<file path="src/hdl/sec_pkg.sv">
// Package for the event capture register bank: offsets, field positions, reset values, types.
// Assumes a 32-bit APB register bus with byte addresses made from register indices.
package sec_pkg;

    // -------------------------------------------------------------------
    // Register indices and byte addresses
    // -------------------------------------------------------------------
    localparam logic [7:0]  SYS_EN_IDX       = 8'h04;
    localparam logic [7:0]  SUP_EN_IDX       = 8'h1c;
    localparam logic [7:0]  XCVR_EN_IDX      = 8'h23;
    localparam logic [7:0]  TRIG_EN_IDX      = 8'h4c;
    localparam logic [7:0]  SYS_ST_IDX       = 8'h61;
    localparam logic [7:0]  SUP_ST_IDX       = 8'h62;
    localparam logic [7:0]  XCVR_ST_IDX      = 8'h63;
    localparam logic [7:0]  TRIG_ST_IDX      = 8'h64;
    localparam logic [7:0]  IRQ_MASK_IDX     = 8'h80;
    localparam logic [7:0]  IRQ_STAT_IDX     = 8'h81;
    localparam int          ADDR_W           = 10;

    // -------------------------------------------------------------------
    // Field positions
    // -------------------------------------------------------------------
    localparam int          OTW_BIT          = 2;
    localparam int          SERIAL_FAIL_FLAG_BIT         = 1;
    localparam int          SEC_OVER_BIT     = 2;
    localparam int          SEC_UNDER_BIT    = 1;
    localparam int          PRI_UNDER_BIT    = 0;
    localparam int          SILENCE_BIT      = 4;
    localparam int          CANFAIL_BIT      = 1;
    localparam int          WAKE_BIT         = 0;
    localparam int          RISE_BIT         = 1;
    localparam int          FALL_BIT         = 0;

    // Writable bit masks; all other bits are reserved and read as zero.
    localparam logic [7:0]  SYS_MASK         = 8'h06;
    localparam logic [7:0]  SUP_MASK         = 8'h07;
    localparam logic [7:0]  XCVR_MASK        = 8'h13;
    localparam logic [7:0]  TRIG_MASK        = 8'h03;
    localparam logic [7:0]  EN_RESET         = 8'h00;
    localparam logic [7:0]  ST_RESET         = 8'h00;

    // Interrupt summary bit positions, one per status register.
    localparam int          IRQ_SYS          = 0;
    localparam int          IRQ_SUP          = 1;
    localparam int          IRQ_XCVR         = 2;
    localparam int          IRQ_TRIG         = 3;
    localparam logic [3:0]  IRQ_RESET        = 4'h0;

    // -------------------------------------------------------------------
    // Timing
    // -------------------------------------------------------------------
    localparam int          CLK_MHZ          = 250;
    localparam int          SILENCE_US       = 1000;
    localparam int          SILENCE_CYC      = SILENCE_US * CLK_MHZ;

    // -------------------------------------------------------------------
    // Carriers
    // -------------------------------------------------------------------
    typedef struct packed {
        logic overtemp;
        logic serial_fail;
        logic sec_over;
        logic sec_under;
        logic pri_under;
        logic pri_active;
        logic xcvr_off_fail;
        logic bus_wake;
        logic xcvr_offline;
        logic bus_activity;
        logic trigger_pin;
        logic sleep_mode;
    } sec_cond_t;

    typedef struct packed {
        logic [7:0] sys;
        logic [7:0] sup;
        logic [7:0] xcvr;
        logic [7:0] trig;
    } sec_bank_t;

endpackage
</file>
<file path="src/hdl/sec_event_capture.sv">
// Event capture register bank: sticky event flags gated by capture enables, APB slave.
// Assumes condition inputs synchronous to clk and an APB master per the APB protocol.
`timescale 1ns/1ps
`default_nettype none

module sec_event_capture
    import sec_pkg::*;
#(
    parameter int SILENCE_CYCLES = SILENCE_CYC
) (
    // Clock and reset
    input  wire logic               clk,
    input  wire logic               reset,
    input  wire logic               clk_en,
    // APB slave
    input  wire logic               psel,
    input  wire logic               penable,
    input  wire logic               pwrite,
    input  wire logic [ADDR_W-1:0]  paddr,
    input  wire logic [31:0]        pwdata,
    output logic      [31:0]        prdata,
    output logic                    pready,
    output logic                    pslverr,
    // Event conditions
    input  wire sec_cond_t          cond,
    // Interrupt
    output logic                    irq
);

    // -------------------------------------------------------------------
    // Elaboration checks
    // -------------------------------------------------------------------
    // The quiet-cycle counter is 32 bits, so any positive int fits in it.
    initial begin
        if (SILENCE_CYCLES < 1) begin
            $error("SILENCE_CYCLES must be at least one");
        end
        if (ADDR_W != 10) begin
            $error("ADDR_W must be ten so that a register index is one byte");
        end
        if (SYS_MASK[OTW_BIT] != 1'b1 || SYS_MASK[SERIAL_FAIL_FLAG_BIT] != 1'b1) begin
            $error("system mask does not cover its enable fields");
        end
        if (SUP_MASK[SEC_OVER_BIT] != 1'b1 || SUP_MASK[SEC_UNDER_BIT] != 1'b1) begin
            $error("supply mask does not cover its secondary fields");
        end
        if (SUP_MASK[PRI_UNDER_BIT] != 1'b1) begin
            $error("supply mask does not cover its primary field");
        end
        if (XCVR_MASK[SILENCE_BIT] != 1'b1 || XCVR_MASK[CANFAIL_BIT] != 1'b1) begin
            $error("transceiver mask does not cover its enable fields");
        end
        if (XCVR_MASK[WAKE_BIT] != 1'b1) begin
            $error("transceiver mask does not cover its wake-up field");
        end
        if (TRIG_MASK[RISE_BIT] != 1'b1 || TRIG_MASK[FALL_BIT] != 1'b1) begin
            $error("trigger mask does not cover its edge fields");
        end
        if (IRQ_SYS > 3 || IRQ_SUP > 3 || IRQ_XCVR > 3 || IRQ_TRIG > 3) begin
            $error("interrupt group positions must lie in the four-bit mask");
        end
    end

    // -------------------------------------------------------------------
    // Register storage
    // -------------------------------------------------------------------
    sec_bank_t  en_q;
    sec_bank_t  st_q;
    sec_bank_t  ev;
    logic [3:0] irq_mask_q;
    logic       trig_q;
    logic       bus_seen_q;
    logic       silence_done_q;
    logic [31:0] silence_cnt_q;

    // -------------------------------------------------------------------
    // APB decode
    // -------------------------------------------------------------------
    logic       acc;
    logic       wr;
    logic [7:0] idx;
    logic       mapped;
    logic [7:0] wbyte;

    assign acc   = psel && penable && clk_en;
    assign wr    = acc && pwrite;
    assign idx   = paddr[ADDR_W-1:2];
    assign wbyte = pwdata[7:0];

    // -------------------------------------------------------------------
    // Per-register clear strobes
    // -------------------------------------------------------------------
    // Each strobe already holds clk_en through wr, so a frozen bank ignores the bus.
    logic       clr_sys;
    logic       clr_sup;
    logic       clr_xcvr;
    logic       clr_trig;

    assign clr_sys  = wr && mapped && (idx == SYS_ST_IDX);
    assign clr_sup  = wr && mapped && (idx == SUP_ST_IDX);
    assign clr_xcvr = wr && mapped && (idx == XCVR_ST_IDX);
    assign clr_trig = wr && mapped && (idx == TRIG_ST_IDX);

    always_comb begin
        unique case (idx)
            SYS_EN_IDX, SUP_EN_IDX, XCVR_EN_IDX, TRIG_EN_IDX,
            SYS_ST_IDX, SUP_ST_IDX, XCVR_ST_IDX, TRIG_ST_IDX,
            IRQ_MASK_IDX, IRQ_STAT_IDX: mapped = (paddr[1:0] == 2'b00);
            default:                    mapped = 1'b0;
        endcase
    end

    // -------------------------------------------------------------------
    // Enable registers
    // -------------------------------------------------------------------
    always_ff @(posedge clk or posedge reset) begin
        if (reset) begin
            en_q       <= '{EN_RESET, EN_RESET, EN_RESET, EN_RESET};
            irq_mask_q <= IRQ_RESET;
        end else if (wr && mapped) begin
            if (idx == SYS_EN_IDX) en_q.sys <= wbyte & SYS_MASK;
            if (idx == SUP_EN_IDX) en_q.sup <= wbyte & SUP_MASK;
            if (idx == XCVR_EN_IDX) en_q.xcvr <= wbyte & XCVR_MASK;
            if (idx == TRIG_EN_IDX) en_q.trig <= wbyte & TRIG_MASK;
            if (idx == IRQ_MASK_IDX) irq_mask_q <= wbyte[3:0];
        end
    end

    // -------------------------------------------------------------------
    // Trigger pin edge history
    // -------------------------------------------------------------------
    always_ff @(posedge clk or posedge reset) begin
        if (reset) begin
            trig_q <= 1'b0;
        end else if (clk_en) begin
            trig_q <= cond.trigger_pin;
        end
    end

    // -------------------------------------------------------------------
    // Bus silence timer
    // -------------------------------------------------------------------
    // Armed by activity; counts quiet cycles and fires once per quiet period.
    always_ff @(posedge clk or posedge reset) begin
        if (reset) begin
            bus_seen_q     <= 1'b0;
            silence_cnt_q  <= '0;
            silence_done_q <= 1'b0;
        end else if (clk_en) begin
            silence_done_q <= 1'b0;
            if (cond.bus_activity) begin
                bus_seen_q    <= 1'b1;
                silence_cnt_q <= '0;
            end else if (bus_seen_q) begin
                if (silence_cnt_q == 32'(SILENCE_CYCLES - 1)) begin
                    silence_done_q <= 1'b1;
                    bus_seen_q     <= 1'b0;
                    silence_cnt_q  <= '0;
                end else begin
                    silence_cnt_q <= silence_cnt_q + 32'd1;
                end
            end
        end
    end

    // -------------------------------------------------------------------
    // Event detection
    // -------------------------------------------------------------------
    // -------------------------------------------------------------------
    // Trigger pin edges
    // -------------------------------------------------------------------
    // History resets low, so a pin already high at release counts as rising.
    logic       trig_rise;
    logic       trig_fall;

    assign trig_rise = cond.trigger_pin && !trig_q;
    assign trig_fall = !cond.trigger_pin && trig_q;

    always_comb begin
        ev = '{8'h00, 8'h00, 8'h00, 8'h00};
        ev.sys[OTW_BIT]  = cond.overtemp && !cond.sleep_mode;
        ev.sys[SERIAL_FAIL_FLAG_BIT] = cond.serial_fail && !cond.sleep_mode;
        ev.sup[SEC_OVER_BIT]  = cond.sec_over;
        ev.sup[SEC_UNDER_BIT] = cond.sec_under;
        ev.sup[PRI_UNDER_BIT] = cond.pri_under && cond.pri_active;
        ev.xcvr[SILENCE_BIT]  = silence_done_q;
        ev.xcvr[CANFAIL_BIT]  = cond.xcvr_off_fail && !cond.sleep_mode;
        ev.xcvr[WAKE_BIT]     = cond.bus_wake && cond.xcvr_offline;
        ev.trig[RISE_BIT]     = trig_rise;
        ev.trig[FALL_BIT]     = trig_fall;
        ev = ev & en_q;
    end

    // -------------------------------------------------------------------
    // Sticky status flags
    // -------------------------------------------------------------------
    function automatic logic [7:0] sticky(input logic [7:0] cur, input logic [7:0] set,
                                          input logic clr_hit, input logic [7:0] clr,
                                          input logic [7:0] msk);
        logic [7:0] c;
        c = clr_hit ? (clr & msk) : 8'h00;
        return ((cur & ~c) | set) & msk;
    endfunction

    always_ff @(posedge clk or posedge reset) begin
        if (reset) begin
            st_q <= '{ST_RESET, ST_RESET, ST_RESET, ST_RESET};
        end else if (clk_en) begin
            // Set wins over a simultaneous clear.
            st_q.sys  <= sticky(st_q.sys,  ev.sys,  clr_sys,  wbyte, SYS_MASK);
            st_q.sup  <= sticky(st_q.sup,  ev.sup,  clr_sup,  wbyte, SUP_MASK);
            st_q.xcvr <= sticky(st_q.xcvr, ev.xcvr, clr_xcvr, wbyte, XCVR_MASK);
            st_q.trig <= sticky(st_q.trig, ev.trig, clr_trig, wbyte, TRIG_MASK);
        end
    end

    // -------------------------------------------------------------------
    // Interrupt
    // -------------------------------------------------------------------
    logic [3:0] pend;

    assign pend[IRQ_SYS]  = |st_q.sys;
    assign pend[IRQ_SUP]  = |st_q.sup;
    assign pend[IRQ_XCVR] = |st_q.xcvr;
    assign pend[IRQ_TRIG] = |st_q.trig;

    always_ff @(posedge clk or posedge reset) begin
        if (reset) begin
            irq <= 1'b0;
        end else if (clk_en) begin
            irq <= |(pend & irq_mask_q);
        end
    end

    // -------------------------------------------------------------------
    // Read data and response
    // -------------------------------------------------------------------
    logic [7:0] rbyte;

    always_comb begin
        unique case (idx)
            SYS_EN_IDX:   rbyte = en_q.sys;
            SUP_EN_IDX:   rbyte = en_q.sup;
            XCVR_EN_IDX:  rbyte = en_q.xcvr;
            TRIG_EN_IDX:  rbyte = en_q.trig;
            SYS_ST_IDX:   rbyte = st_q.sys;
            SUP_ST_IDX:   rbyte = st_q.sup;
            XCVR_ST_IDX:  rbyte = st_q.xcvr;
            TRIG_ST_IDX:  rbyte = st_q.trig;
            IRQ_MASK_IDX: rbyte = {4'h0, irq_mask_q};
            IRQ_STAT_IDX: rbyte = {4'h0, pend};
            default:      rbyte = 8'h00;
        endcase
    end

    // Zero-wait-state slave: pready, pslverr and prdata are registered from the setup cycle.
    always_ff @(posedge clk or posedge reset) begin
        if (reset) begin
            pready  <= 1'b0;
            pslverr <= 1'b0;
            prdata  <= 32'h0000_0000;
        end else if (clk_en) begin
            pready  <= psel && !penable;
            pslverr <= psel && !penable && !mapped;
            prdata  <= (psel && !penable && !pwrite && mapped) ? {24'h00_0000, rbyte}
                                                               : 32'h0000_0000;
        end
    end

endmodule // sec_event_capture

`default_nettype wire

</file>
<file path="config.mk">
export PLATFORM = sky130hd
export DESIGN_NAME = sec_event_capture
export DESIGN_NICKNAME = d
export VERILOG_FILES = /design/src/hdl/sec_pkg.sv /design/src/hdl/sec_event_capture.sv
export SDC_FILE = /design/constraint.sdc
export NUM_CORES = 1
export LEC_CHECK = 0
export CAP_MARGIN = 5
export CORE_ASPECT_RATIO = 1.2
export CORE_MARGIN = 2
export CORE_UTILIZATION = 45
export DETAILED_ROUTE_END_ITERATION = 7
export DONT_BUFFER_PORTS = 1
export SETUP_SLACK_MARGIN = 0.15
export SLEW_MARGIN = 5
export SYNTH_ARGS = -nofsm -noshare
export SYNTH_HDL_FRONTEND = slang
export SYNTH_SLANG_ARGS = --single-unit
</file>
<file path="constraint.sdc">
create_clock -name clk -period 3 [get_ports clk]
set_input_delay 0.15 -clock clk [delete_from_list [all_inputs] [get_ports clk]]
set_output_delay 0.15 -clock clk [all_outputs]
set_load 0.05 [all_outputs]
</file>
# Word-level counts from Yosys, hierarchy flattened
# Index checks and enable logic that the tools add are counted.
classes:
  div_mod_pow: 0
  n_shift: 0
  add_sub_neg: 1
  mul: 0
  reduce_logical: 39
  magnitude_cmp: 0
  mux: 16
  n_bitwise: 14
  n_eq_ne: 11
ops:
  columns: ["op", "count"]
  rows:
  - ["$mux 32", 3]
  - ["$pmux 5 s10", 1]
  - ["$eq 8x7->1 const B", 5]
  - ["$add 32x1->32 const B", 1]
  - ["$eq 32x18->1 const B", 1]
  - ["$and 27x27->27", 1]
  - ["$logic_and 1x1->1", 19]
  - ["$eq 8x8->1 const B", 2]
  - ["$reduce_and 2->1", 6]
  - ["$reduce_or 10->1", 1]
  - ["$eq 8x3->1 const B", 1]
  - ["$eq 8x5->1 const B", 1]
  - ["$eq 8x6->1 const B", 1]
  - ["$mux 8", 1]
  - ["$mux 1", 7]
  - ["$and 3x3->3", 2]
  - ["$logic_not 1->1", 6]
  - ["$mux 3", 2]
  - ["$not 3->3", 2]
  - ["$or 3x3->3", 2]
  - ["$reduce_or 3->1", 2]
  - ["$and 5x5->5", 1]
  - ["$mux 5", 1]
  - ["$not 5->5", 1]
  - ["10 further kinds", 11]
totals:
  memories: 0
  rom_bits: 0
  latchBits: 0
  in_bits: 60
  output_inout_bits: 35
  register_bits: 94
  elab_cells: 98
  mem_bits_rw: 0

# Logic depth before layout (Yosys ltp)
logic_depth:
  depth_word: 9
  depth_mapped: 7
  mapped_depth_nobuf: 6

# Least setup slack after synthesis
# Ideal clock, no wire load.
synth_path:
  path_type: "flip-flop to flip-flop"
  start: "register silence_cnt_q[3]"
  end: "register silence_cnt_q[24]"
  t_arrival_ps: 2030
  slack_ps: 849
  setup_ps: 121
  period_less_slack_ps: 2151
  t_required_ps: 2879
  n_path_buf: 0
  stages_incl_launch_ff: 6
  path_cell_list: "dfrtp_1 nand4_4 or4_1 or4_1 a31o_1 a22o_1"
synth_via:
  elab_chain_len: 4
  elab_cells_between_ends: 5
  cone_classes: "1 x add/sub; 1 x eq/ne; 3 x mux"
synth_lines:
  columns: ["element", "line", "rtl"]
  rows:
  - ["start, declared", "sec_event_capture.sv:74", "logic [31:0] silence_cnt_q;"]
  - ["start signal, assigned", "sec_event_capture.sv:160", "silence_cnt_q <= silence_cnt_q + 32'd1;"]
  - ["$add 32x1->32 or $eq 32x18->1 (tied branches)", "sec_event_capture.sv:160, sec_event_capture.sv:155", null]
  - ["$mux 32 (*)", "sec_event_capture.sv:155", "if (silence_cnt_q == 32'(SILENCE_CYCLES - 1)) begin"]
  - ["$mux 32 (*)", "sec_event_capture.sv:154", "end else if (bus_seen_q) begin"]
  - ["$mux 32 (*)", "sec_event_capture.sv:151", "if (cond.bus_activity) begin"]
# Every way passes the cells marked *; elsewhere a longest branch is shown, timed or not. The select of a mux whose other input is x is not followed.
# A chain may end at the register's enable or synchronous reset.

# Worst setup path after layout
# Ends and elaborated chain as after synthesis.

==> impl_metrics.toml <==
[run_status]
status = "finished clean"

[worst_setup_path]
endpoint_kind = "flop"
path_max_fanout = 6
r2r_start = "silence_cnt_q[3]"
worstPathRequired_ns = 3.23
r2r-end = "silence_cnt_q[24]"
crit_start = "silence_cnt_q[3]"
crit_chain = "nand4_4 -> or4_1 -> or4_1 -> a31o_1 -> a22o_1"
rrSetupSlack_ns = 0.69
r2r_cells = 5
critPathTopFamily = "simple AND/OR/NAND/NOR gates"
arrival_ns = 2.53
slowest_stage = "or4_1"
cpMostUsedCell = "or4_1"
worstSetupPathType = "reg2reg"
cp-endpoint = "silence_cnt_q[24]"
worst-path-buf-inv = 0
start_kind = "flop"
crit_cells = 5
cpPeakStageDelay_ns = 0.58

[global_routing]
grt_use_total_pct = 22.0
grt_pass1_vias = 3175
overflow = 0
grt_pass1_wl_um = 15900
grt_antenna_before_repair = 0
grt_max_degree = 68

[cells_and_area]
drive_above_1_share_pct = 9.03
layout.nets = 510
num_antenna_cells = 0
area_delta_synth_final_pct = 10.6

[synthesis]
synth_top_family_by_area = "simple AND/OR/NAND/NOR gates"
syn_area_um2 = 3930
synthArstFlopShare_pct = 100
ys_seq_elements = 67
yosysWarnings = 0
synth-compound-area-share_pct = 11.6
syn_inst = 430
synth_fa_ha_area_share_pct = 0.318
avgSynthCellArea_um2 = 9.14
ys_seq_area_share_pct = 42.6
synthFlopType = "dfrtp_1"
synth-simple-area-share_pct = 27.7
muxShareOfSynthArea_pct = 4.01
synth-edff-count = 0
ys_types = 54
synth_xor_area_share_pct = 5.35

[floorplan]
die_x_um = 89.3
die-area_um2 = 9500
io_pins = 95
core_um2 = 8520
rows = 37
die_h_um = 106
initial_core_util_pct = 46.2

[drt]
avgRoutedWirePerCell_um = 17.4
wl_um = 9920
drc = 0
vias_per_cell = 5.74
dr.pass1.iters = 4
drtIter0Drc = 165
final_antenna_net_count = 0
vias = 3277

[place]
place_hpwl_um = 6920
portBuffers = 0
routabilityCongestion = 0.899

[timing]
max_freq_mhz = 434
setup_violations = 0
rsz0062_at_grt = "false"
min_period_over_period_pct = 76.9
fin_setup_tns_ns = 0
slew_headroom_pct = 42.6
hold-worst-slack_ns = 0.0144
hold_viol_final = 0
worst_pin_slew_ns = 0.861
fin_crit_ns = 2.31
maxSlewViolCount = 0
fin_skew_ns = 0.0150

[cts]
htree_levels = 3
cts_buffer_depth = 2
clock_latency_ns = 0.34
cts_tree = "built"
cts_buffers = 9
cts_resized = 0
clkSinkCount = 67
cts-root-buf = "clkbuf_8"
clk_pin_slew_ns = 0.08

[job]
maxCapViolCount = 0

[power_and_ir_drop]
leakagePower_nw = 1.91
peakVddDrop_uv = 305
powerDensity_nw_per_um2 = 421

[min_path]
min_path_type = "in2reg"
[cells in the final DEF, fill, tap and decap left out, types with 3 or more instances in the layout]
master	count
nor2b_1	5
or4_1	5
a21oi_1	5
nand4_1	22
mux2_2	14
a211oi_1	5
inv_1	12
a22oi_1	3
dlygate4sd3_1	22
conb_1	27
nor4_1	8
nor2_1	43
and3_1	10
buf_4	7
a32o_1	5
o21ai_0	14
o32ai_1	5
xor2_1	18
clkbuf_8	10
dfrtp_1	67
and4_1	3
and3b_1	3
xnor2_1	6
nand2_1	36
a22o_1	5
a31oi_1	3
nand3_1	30
and2_1	4
nor3_1	10
or3_1	3
nand4b_1	3
nor4b_1	5
[logic make-up (layout without fill, tap and decap cells)]
family | after synthesis | count (layout)
buffers and inverters | 60 | 58
DFF | 67 | 67
xor gates and xnor gates | 24 | 24
adders and majority gates | 1 | 1
AOI/OAI and AO/OA | 62 | 62
and+or+nand+nor | 201 | 201
other | 1 | 27
muxes | 14 | 14
[report_power, final]
group	internal [W]	switching (W)
registers	0.000922	0.0000322
clock network	0.000325	0.000351
logic	0.0000545	0.000147
total	0.00130	0.000530
[layer usage]
metal	track usage [%]	wire length, µm
met5	0	0
met2	36.4	4980
met1	26.4	4160
met3	4.58	381
met4	11.4	393
[per-stage QoR]
step                      power [W]  area (µm²)  instances  worst slack [ns]  utilization [%]
after floorplan             0.00116        4030        456             0.849                -
after detailed placement    0.00115        3950        533             0.693             46.4
final                       0.00183        4350        571             0.694             51.1
after global placement      0.00115        3950        533             0.722             46.4
after CTS                   0.00186        4350        571             0.684             51.1
after global routing        0.00193        4350        571             0.574             51.1
[how the worst min path moves through the flow]
stage	startpoint	endpoint	slack, ns	cells past startpoint
finish	penable	pready	0.01	2
global route	clk_en	st_q[12]	0.005	2
global placement	clk_en	prdata[1]	0.25	1
floorplan	cond[2]	silence_cnt_q[2]	0.26	1
CTS	clk_en	st_q[12]	0.0007	2
detailed placement	clk_en	prdata[1]	0.25	1
[cell type report]
cell class                      count  area [µm²]
Inverter                           13        48.8
Tap cell                          117         146
Clock buffer                       11         141
Fill cell                         847        4170
Sequential cell                    67        1680
Timing Repair Buffer               29         273
Clock inverter                      5        37.5
Multi-Input combinational cell    329        2030
[synth_stat cells, drive strengths merged, types with 2 or more instances]
| library cell | count | area, µm² |
|---|---|---|
| a211oi | 5 | 37.5 |
| a21o | 2 | 15.0 |
| a21oi | 5 | 25.0 |
| a22o | 5 | 43.8 |
| a22oi | 3 | 22.5 |
| a31o | 2 | 17.5 |
| a31oi | 3 | 18.8 |
| a32o | 5 | 50.1 |
| a32oi | 2 | 17.5 |
| and2 | 5 | 31.3 |
| and3 | 10 | 62.6 |
| and3b | 3 | 26.3 |
| and4 | 3 | 26.3 |
| buf | 27 | 203 |
| clkbuf | 20 | 75.1 |
| dfrtp | 67 | 1680 |
| inv | 13 | 48.8 |
| mux2 | 14 | 158 |
| nand2 | 36 | 135 |
| nand2b | 2 | 12.5 |
| nand3 | 30 | 150 |
| nand4 | 23 | 159 |
| nand4b | 3 | 26.3 |
| nor2 | 43 | 161 |
| nor2b | 5 | 31.3 |
| nor3 | 10 | 50.1 |
| nor3b | 2 | 15.0 |
| nor4 | 9 | 62.6 |
| nor4b | 5 | 43.8 |
| o21ai | 15 | 75.1 |
| o31a | 2 | 17.5 |
| o32ai | 5 | 43.8 |
| o41ai | 2 | 17.5 |
| or3 | 3 | 18.8 |
| or4 | 5 | 37.5 |
| xnor2 | 6 | 52.6 |
| xor2 | 18 | 158 |
[state kept, by name, indices dropped and copies added (netlist names)]
name and cells:
en_q 10, pslverr 1, silence_done_q 1, pready 1, bus_seen_q 1, irq_mask_q 4, trig_q 1, irq 1
silence_cnt_q 32, prdata 5, st_q 10
[repair_timing]
action                    in CTS  in global routing
hold endpoints to repair      96                  0
setup buffers                  0                  0
hold buffers                  22                  0
No activity file was read; power rests on OpenSTA's default activity.
